==> config.mk <==
export PLATFORM = sky130hd
export DESIGN_NAME = pwm_synced_adc_trigger
export DESIGN_NICKNAME = d
export VERILOG_FILES = /design/src/hdl/pwm_synced_adc_trigger_pkg.sv /design/src/hdl/adc_group_sequencer.sv /design/src/hdl/pwm_synced_adc_trigger.sv
export VERILOG_INCLUDE_DIRS = /design/src /design/src/hdl
export SDC_FILE = /design/constraint.sdc
export NUM_CORES = 1
export LEC_CHECK = 0
export ABC_AREA = 1
export ABC_CLOCK_PERIOD_IN_PS = 4500
export BUFFER_PORTS_ARGS = -buffer_cell sky130_fd_sc_hd__buf_2
export CAP_MARGIN = 20
export CORE_ASPECT_RATIO = 0.6
export CORE_MARGIN = 2
export CORE_UTILIZATION = 58
export CTS_BUF_LIST = sky130_fd_sc_hd__clkbuf_4 sky130_fd_sc_hd__clkbuf_8
export DETAILED_ROUTE_END_ITERATION = 8
export GPL_ROUTABILITY_DRIVEN = 1
export GPL_TIMING_DRIVEN = 0
export PLACE_DENSITY = 0.87
export SLEW_MARGIN = 25
export SYNTH_ARGS = -nofsm -noshare
export SYNTH_HDL_FRONTEND = slang
export SYNTH_HIERARCHICAL = 1
export SYNTH_SLANG_ARGS = --single-unit
==> constraint.sdc <==
create_clock -name ref_clk_i -period 4.5 [get_ports ref_clk_i]
set_clock_uncertainty 0.15 [all_clocks]
set_input_delay 0.675 -clock ref_clk_i [delete_from_list [all_inputs] [get_ports ref_clk_i]]
set_output_delay 0.675 -clock ref_clk_i [all_outputs]
set_load 0.02 [all_outputs]
==> src/hdl/pwm_synced_adc_trigger_params.svh <==
// Purpose: constants for the pwm synchronised converter trigger block
// Assumes: 50 MHz reference clock, timer counting at carrier rate times carrier counts
// Notes:
`ifndef PWM_SYNCED_ADC_TRIGGER_PARAMS_SVH
`define PWM_SYNCED_ADC_TRIGGER_PARAMS_SVH

`define CLK_HZ 50000000
`define CARRIER_HZ 5000
`define CARRIER_COUNTS 1000
`define HALF_COUNTS 500
`define DEAD_TIME_NS 4000
`define TIMER_HZ (`CARRIER_HZ * `CARRIER_COUNTS)
`define TICK_DIV (`CLK_HZ / `TIMER_HZ)
`define DEAD_COUNTS ((`DEAD_TIME_NS * (`TIMER_HZ / 1000)) / 1000000)
`define CNT_W 16
`define DATA_W 12
`define PHASES 3
`define CH_AN_ZERO 1'b0
`define CH_AN_ONE 1'b1
`define RESULT_RST 12'h000

`endif

==> src/hdl/pwm_synced_adc_trigger_pkg.sv <==
// Purpose: types shared by the trigger block and its converter sequencer
// Assumes: 12-bit conversion results
// Notes: constants live in the params header
package pwm_synced_adc_trigger_pkg;

   typedef enum logic {
      DIR_UP,
      DIR_DOWN
   } count_dir_e;

   typedef enum logic [1:0] {
      SEQ_IDLE,
      SEQ_WAIT
   } seq_state_e;

   typedef enum logic [1:0] {
      SLOT_FIRST,
      SLOT_DUP,
      SLOT_GRP_B
   } slot_e;

   typedef struct packed {
      logic [11:0] first;
      logic [11:0] dup;
      logic [11:0] grp_b;
   } conv_results_s;

   typedef struct packed {
      logic start;
      logic channel;
   } conv_req_s;

endpackage

==> src/hdl/adc_group_sequencer.sv <==
// Purpose: queues group conversion triggers, starts the converter and files results
// Assumes: converter answers each start with one conv_done_i pulse on the same clock
// Notes: group A first slot has priority, then duplicate slot, then group B
`timescale 1ns/100ps
`include "pwm_synced_adc_trigger_params.svh"
module adc_group_sequencer
(
   // clock and reset
   input wire logic clk_i,
   input wire logic rstn_i,
   // triggers
   input wire logic trig_first_i,
   input wire logic trig_dup_i,
   input wire logic trig_grp_b_i,
   // converter
   input wire logic conv_done_i,
   input wire logic [11:0] conv_data_i,
   output pwm_synced_adc_trigger_pkg::conv_req_s conv_req_o,
   // results
   output pwm_synced_adc_trigger_pkg::conv_results_s results_o
);

   pwm_synced_adc_trigger_pkg::seq_state_e state_q;
   pwm_synced_adc_trigger_pkg::slot_e slot_q;
   logic [2:0] pend_q;
   logic [2:0] grant;
   logic [2:0] trig;

   assign trig = {trig_grp_b_i, trig_dup_i, trig_first_i};
   // fixed priority pick among pending slots
   assign grant = (state_q == pwm_synced_adc_trigger_pkg::SEQ_IDLE) ? (pend_q & ~(pend_q - 3'h1)) : 3'h0;

   // each slot keeps its own pending flag; a new trigger wins over the clear
   always_ff @(posedge clk_i or negedge rstn_i)
   begin
      if (!rstn_i)
         pend_q <= 3'h0;
      else
         pend_q <= (pend_q & ~grant) | trig;
   end

   always_ff @(posedge clk_i or negedge rstn_i)
   begin
      if (!rstn_i)
      begin
         state_q <= pwm_synced_adc_trigger_pkg::SEQ_IDLE;
         slot_q <= pwm_synced_adc_trigger_pkg::SLOT_FIRST;
         conv_req_o <= '0;
      end
      else
      begin
         conv_req_o.start <= 1'b0;
         unique case (state_q)
            pwm_synced_adc_trigger_pkg::SEQ_IDLE:
               if (grant != 3'h0)
               begin
                  state_q <= pwm_synced_adc_trigger_pkg::SEQ_WAIT;
                  conv_req_o.start <= 1'b1;
                  if (grant[2])
                  begin
                     slot_q <= pwm_synced_adc_trigger_pkg::SLOT_GRP_B;
                     conv_req_o.channel <= `CH_AN_ONE;
                  end
                  else
                  begin
                     slot_q <= grant[1] ? pwm_synced_adc_trigger_pkg::SLOT_DUP : pwm_synced_adc_trigger_pkg::SLOT_FIRST;
                     conv_req_o.channel <= `CH_AN_ZERO;
                  end
               end
            pwm_synced_adc_trigger_pkg::SEQ_WAIT:
               if (conv_done_i)
                  state_q <= pwm_synced_adc_trigger_pkg::SEQ_IDLE;
            default:
               state_q <= pwm_synced_adc_trigger_pkg::SEQ_IDLE;
         endcase
      end
   end

   // separate result registers so the duplicate never overwrites the first
   always_ff @(posedge clk_i or negedge rstn_i)
   begin
      if (!rstn_i)
         results_o <= {`RESULT_RST, `RESULT_RST, `RESULT_RST};
      else if (state_q == pwm_synced_adc_trigger_pkg::SEQ_WAIT && conv_done_i)
      begin
         unique case (slot_q)
            pwm_synced_adc_trigger_pkg::SLOT_FIRST: results_o.first <= conv_data_i;
            pwm_synced_adc_trigger_pkg::SLOT_DUP: results_o.dup <= conv_data_i;
            pwm_synced_adc_trigger_pkg::SLOT_GRP_B: results_o.grp_b <= conv_data_i;
            default: results_o.grp_b <= conv_data_i;
         endcase
      end
   end

endmodule

==> src/hdl/pwm_synced_adc_trigger.sv <==
// Purpose: triangular pwm timer with dead time that triggers group converter scans
// Assumes: compare and period inputs are quasi-static and come from logic on ref_clk_i
// Notes: timer counts once every TICK_DIV reference clocks
`timescale 1ns/100ps
`include "pwm_synced_adc_trigger_params.svh"
module pwm_synced_adc_trigger
(
   // clock and reset
   input wire logic ref_clk_i,
   input wire logic rstn_i,
   // timer setup
   input wire logic timer_run_i,
   input wire logic [15:0] half_period_i,
   input wire logic [15:0] duty_compare_i,
   input wire logic [15:0] conv_trigger_compare_a_i,
   input wire logic [15:0] conv_trigger_compare_b_i,
   input wire logic [15:0] ch3_general_compare_a_i,
   // converter
   input wire logic conv_done_i,
   input wire logic [11:0] conv_data_i,
   output pwm_synced_adc_trigger_pkg::conv_req_s conv_req_o,
   output pwm_synced_adc_trigger_pkg::conv_results_s results_o,
   // power stage
   output logic [2:0] pwm_pos_o,
   output logic [2:0] pwm_neg_o,
   output logic carrier_toggle_o,
   // status
   output logic ch3_compare_interrupt_o,
   output logic [15:0] timer_counter_value_o
);

   localparam logic [3:0] TICK_LAST = 4'(`TICK_DIV - 1);
   localparam logic [15:0] DEAD_CNT = 16'(`DEAD_COUNTS);

   logic rst_meta_q;
   logic rst_sync_q;
   logic rstn;
   logic [3:0] div_q;
   logic tick;
   logic [15:0] cnt_q;
   logic [15:0] cnt_d;
   pwm_synced_adc_trigger_pkg::count_dir_e dir_q;
   pwm_synced_adc_trigger_pkg::count_dir_e dir_d;
   logic [15:0] ch3_cnt_d;
   logic underflow_d;
   logic peak_d;
   logic trig_first_q;
   logic trig_dup_q;
   logic trig_grp_b_q;

   // true when the timer steps onto the compare value
   function automatic logic count_meets(input logic step, input logic [15:0] cnt, input logic [15:0] cmp);
      count_meets = step && (cnt == cmp);
   endfunction

   // reset released through two flops
   always_ff @(posedge ref_clk_i or negedge rstn_i)
   begin
      if (!rstn_i)
      begin
         rst_meta_q <= 1'b0;
         rst_sync_q <= 1'b0;
      end
      else
      begin
         rst_meta_q <= 1'b1;
         rst_sync_q <= rst_meta_q;
      end
   end

   assign rstn = rst_sync_q;

   // timer count prescaler
   always_ff @(posedge ref_clk_i or negedge rstn)
   begin
      if (!rstn)
         div_q <= 4'h0;
      else if (!timer_run_i || div_q == TICK_LAST)
         div_q <= 4'h0;
      else
         div_q <= div_q + 4'h1;
   end

   assign tick = timer_run_i && (div_q == TICK_LAST);

   // triangular count up to the half period and back to zero
   always_comb
   begin
      cnt_d = cnt_q;
      dir_d = dir_q;
      underflow_d = 1'b0;
      peak_d = 1'b0;
      if (tick)
      begin
         if (dir_q == pwm_synced_adc_trigger_pkg::DIR_UP)
         begin
            cnt_d = cnt_q + 16'h0001;
            if (cnt_d >= half_period_i)
            begin
               dir_d = pwm_synced_adc_trigger_pkg::DIR_DOWN;
               peak_d = 1'b1;
            end
         end
         else
         begin
            cnt_d = cnt_q - 16'h0001;
            if (cnt_d == 16'h0000)
            begin
               dir_d = pwm_synced_adc_trigger_pkg::DIR_UP;
               underflow_d = 1'b1;
            end
         end
      end
   end

   // channel three runs ahead of channel four by the dead time
   assign ch3_cnt_d = cnt_d + DEAD_CNT;

   always_ff @(posedge ref_clk_i or negedge rstn)
   begin
      if (!rstn)
      begin
         cnt_q <= 16'h0000;
         dir_q <= pwm_synced_adc_trigger_pkg::DIR_UP;
      end
      else
      begin
         cnt_q <= cnt_d;
         dir_q <= dir_d;
      end
   end

   always_ff @(posedge ref_clk_i or negedge rstn)
   begin
      if (!rstn)
         timer_counter_value_o <= 16'h0000;
      else
         timer_counter_value_o <= cnt_d;
   end

   // period toggle output flips at every peak
   always_ff @(posedge ref_clk_i or negedge rstn)
   begin
      if (!rstn)
         carrier_toggle_o <= 1'b0;
      else if (peak_d)
         carrier_toggle_o <= ~carrier_toggle_o;
   end

   // converter triggers, one pulse each
   always_ff @(posedge ref_clk_i or negedge rstn)
   begin
      if (!rstn)
      begin
         trig_first_q <= 1'b0;
         trig_dup_q <= 1'b0;
         trig_grp_b_q <= 1'b0;
      end
      else
      begin
         trig_first_q <= count_meets(tick, cnt_d, conv_trigger_compare_a_i);
         trig_dup_q <= count_meets(tick, cnt_d, conv_trigger_compare_b_i);
         trig_grp_b_q <= underflow_d;
      end
   end

   // software collects results on this pulse
   always_ff @(posedge ref_clk_i or negedge rstn)
   begin
      if (!rstn)
         ch3_compare_interrupt_o <= 1'b0;
      else
         ch3_compare_interrupt_o <= count_meets(tick, ch3_cnt_d, ch3_general_compare_a_i);
   end

   // identical complementary pairs with dead time
   genvar ph;
   generate
      for (ph = 0; ph < `PHASES; ph = ph + 1)
      begin : g_phase
         logic raw_q;
         logic raw_d;
         logic [15:0] dead_q;

         assign raw_d = (cnt_q >= duty_compare_i);

         always_ff @(posedge ref_clk_i or negedge rstn)
         begin
            if (!rstn)
               raw_q <= 1'b0;
            else
               raw_q <= raw_d;
         end

         // blanking counter restarts on every edge of the raw wave
         always_ff @(posedge ref_clk_i or negedge rstn)
         begin
            if (!rstn)
               dead_q <= DEAD_CNT;
            else if (raw_d != raw_q)
               dead_q <= DEAD_CNT;
            else if (tick && dead_q != 16'h0000)
               dead_q <= dead_q - 16'h0001;
         end

         // both sides low while blanking or at an edge, so a pair never overlaps
         always_ff @(posedge ref_clk_i or negedge rstn)
         begin
            if (!rstn)
            begin
               pwm_pos_o[ph] <= 1'b0;
               pwm_neg_o[ph] <= 1'b0;
            end
            else
            begin
               pwm_pos_o[ph] <= raw_q && (dead_q == 16'h0000) && (raw_d == raw_q);
               pwm_neg_o[ph] <= !raw_q && (dead_q == 16'h0000) && (raw_d == raw_q);
            end
         end
      end
   endgenerate

   adc_group_sequencer u_seq
   (
      .clk_i(ref_clk_i),
      .rstn_i(rstn),
      .trig_first_i(trig_first_q),
      .trig_dup_i(trig_dup_q),
      .trig_grp_b_i(trig_grp_b_q),
      .conv_done_i(conv_done_i),
      .conv_data_i(conv_data_i),
      .conv_req_o(conv_req_o),
      .results_o(results_o)
   );

endmodule

==> qor.yml <==
logic_synthesis:
  syn_inst: 1137
  synth_area_mm2: 0.008391
  synth_ff_type: "dfrtp_1"
  async_flop_share: 1.000
  ys_ff_latch: 126
  synth_nets: 1274
  ys_warn_count: 6
  synth_edf_count: 0
  synth_seq_area_share: 0.3767
  ys_types: 46
  avgSynthCellArea_um2: 7.380
route:
  vias: 8074
  ant_nets: 0
  drt_iter0_drc: 733
  drcViolationCount: 0
  wl_per_cell_um: 14.66
  drt_pass1_iterations: 7
  viasPerCell: 5.305
  wl_um: 22310
floorplanning:
  die_w_um: 159.3
  rows: 33
  core_area_mm2: 0.01387
  die_y_um: 97.17
  die_area_mm2: 0.01548
  start_util: 0.6048
  io_pins: 158
placed_design:
  routabilityCongestion: 0.9670
  place_area_mm2: 0.009468
  place_inst: 1488
  port_buffers: 157
  dp_hpwl_um: 17670
setup_path:
  setup.worst_path.start_class: "register"
  critPathMaxFanout: 9
  arrival_ns: 3.89
  crit_required_ns: 4.73
  path_cells: "inv_2, ha_1, nand2_1, nand2_1, nand2_1, nand3_1, nand2_1, inv_1, ha_1, xor2_1, nor2_1, nand2_1, a21oi_1, nand3_1, nor2_1, nand2_1, nor2_1, nand3_1, nor2_1, nand3_1, nor2_1"
  endpoint_kind: "register"
  slowest_stage: "dfrtp_1"
  path_class: "reg -> reg"
  critPathMaxStageDelay_ns: 0.62
  cpMostUsedCell: "nand2_1"
power_and_ir_drop:
  p_per_area_mw_per_mm2: 308.9
  p_total_mw: 3.057
  peakVddDrop_uv: 241.9
  power_leakage_nw: 5.410
sta:
  relSlewSlack: 0.6347
  slew_violations: 0
  fmax_mhz: 272.8
  hold_viol: 0
  period_share: 0.8146
  rsz0062_at_grt: "no"
  setup_viol: 0
  min_period_ns: 3.666
  worstMarginPinSlew_ns: 0.5480
clock_network:
  cts_tree: "yes"
  post-cts-setup-buffers: 0
  clkLatencyLatePin_ns: 0.44
  cts_buffers: 17
  cts_max_path_buffers: 2
  cts_htree_levels: 4
  cts.clk_slew.worst_paths_ns: 0.09
  numClockSinks: 126
  clockRootBuffer: "clkbuf_8"
  cts_resized: 0
cells_and_area:
  nets: 1453
  syn_to_final_growth_pct: 17.95
  register_area_mm2: 0.003164
  layout-drive-gt1-share: 0.2167
  nFillCells: 1173
  instances_no_fill: 1522
  multi_input_area_mm2: 0.004503
  fin_area_mm2: 0.009897
global_route:
  antenna_found_initial: 1
  grt_max_degree: 46
  grt_pass1_wl_um: 36710
  grt_pass1_vias: 7442
  gr-total-overflow: 0
  gr-usage-all-layers: 0.2953
min_path:
  hold_class: "reg -> async"
job:
  cap_violations: 0
run_status:
  status: "complete, no violations"
-- cells in the mapped netlist, drive strengths merged (4+ instances only) --
cell type / instances / area share
a21oi: 20 / 0.012
buf: 21 / 0.017
dfrtp: 120 / 0.36
dfstp: 6 / 0.019
ha: 41 / 0.061
inv: 152 / 0.068
nand2: 304 / 0.14
nand3: 90 / 0.063
nand3b: 7 / 0.0063
nand4: 24 / 0.020
nor2: 176 / 0.091
nor3: 17 / 0.010
nor4: 13 / 0.010
o211ai: 4 / 0.0036
o21ai: 45 / 0.027
or2: 7 / 0.0052
xnor2: 30 / 0.031
xor2: 43 / 0.045
-- power by group --
group          total, mW  leakage (nW)  switching, mW  internal [mW]
Sequential          1.25          1.63         0.0561           1.19
Clock               1.06         0.203          0.529          0.527
Combinational      0.750          3.58          0.480          0.270
-- worst max-delay path: cells and delay by family (launching register included) --
kind | cells | cell delay, ns
fa+ha+maj | 2 | 0.61
buf+inv | 2 | 0.30
xor+xnor | 1 | 0.18
simple gates | 15 | 1.61
flops | 1 | 0.62
compound gates | 1 | 0.11
-- flip-flops by register name, indices dropped and copies added, names as in the netlist --
name                     count
div_q                        4
rst_meta_q                   1
g_phase.dead_q              48
trig_dup_q                   1
pwm_pos_o                    3
g_phase.raw_q                1
ch3_compare_interrupt_o      1
timer_counter_value_o       16
trig_first_q                 1
u_seq/results_o             36
dir_q                        1
u_seq/conv_req_o             2
pwm_neg_o                    3
u_seq/pend_q                 3
rst_sync_q                   1
trig_grp_b_q                 1
carrier_toggle_o             1
u_seq/state_q                1
u_seq/slot_q                 1
-- worst paths after layout --
path,start,end,slack (ns),depth (start not counted)
worst max-delay path,timer_counter_value_o[0],ch3_compare_interrupt_o,0.83,21
min in group ref_clk_i,rst_meta_q,rst_sync_q,0.22,0
worst min register to register,rst_sync_q,div_q[2],0.18,0
worst max register to register,timer_counter_value_o[0],ch3_compare_interrupt_o,0.83,21
max in group asynchronous,rst_sync_q,g_phase[0].dead_q[4],3.06,2
worst min-delay path,rst_sync_q,div_q[2],0.18,0
-- cell usage in the layout (no fill, tap or decap), types with 2 or more instances in the layout --
cell	count
inv_8	3
inv_2	9
nor2_1	152
nor2_2	15
inv_1	143
buf_6	4
o21ai_1	18
nor4_1	12
nand2_1	292
xor2_1	43
buf_2	170
bufinv_16	2
nand4_1	23
o211ai_1	4
clkbuf_8	18
a211oi_1	2
nor2_4	9
xnor2_1	30
dfrtp_1	119
nand3_2	13
ha_1	41
or2_2	6
nand3b_1	7
dfstp_2	6
clkinv_1	2
o21ai_0	27
buf_4	4
a21oi_1	19
nor3_1	17
clkinvlp_4	3
inv_6	5
nand2_2	12
nand3_1	76
-- cell type report --
class,instances,area share
antenna,1,0.0002528
buffer,23,0.01504
clock buffer,18,0.02503
clock inverter,14,0.01707
inverter,154,0.05841
multi-input combinational,834,0.4550
sequential,126,0.3197
tap,192,0.02427
timing repair buffer,160,0.08521
-- cells by family after synthesis --
| group | after synthesis | synth area share |
|---|---|---|
| simple gates | 641 | 0.3480 |
| compound gates | 78 | 0.05085 |
| fa+ha+maj | 41 | 0.06114 |
| flops | 126 | 0.3767 |
| buf+inv | 177 | 0.08664 |
| other cells | 1 | 0.0004469 |
| xor+xnor | 73 | 0.07620 |
-- layer usage --
metal | track usage | up-vias | wire, um
li1 | - | 3970 | -
met1 | 0.4614 | 3713 | 10980
met2 | 0.4094 | 367 | 8856
met3 | 0.06957 | 24 | 2235
met4 | 0.06783 | 0 | 235
met5 | 0 | - | 0
-- metrics by stage --
stage                       util  worst slack, ns  setup TNS (ns)  hold slack (ns)
final                     0.7134           0.8342               0           0.1810
after global routing      0.7132           0.5512               0           0.2295
after CTS                 0.7132           0.9398               0           0.2013
after detailed placement  0.6824           0.9565               0           0.1888
after global placement    0.6788          -0.8594          -99.77           0.1846
after floorplan                -           0.5902               0           0.1812
-- what timing repair did --
| item | CTS | global route |
|---|---|---|
| endpoints found under the hold margin | 2 | 0 |
| hold buffers | 1 | 0 |
| setup endpoints to repair | 0 | 0 |
(Power assumes the default switching activity.)
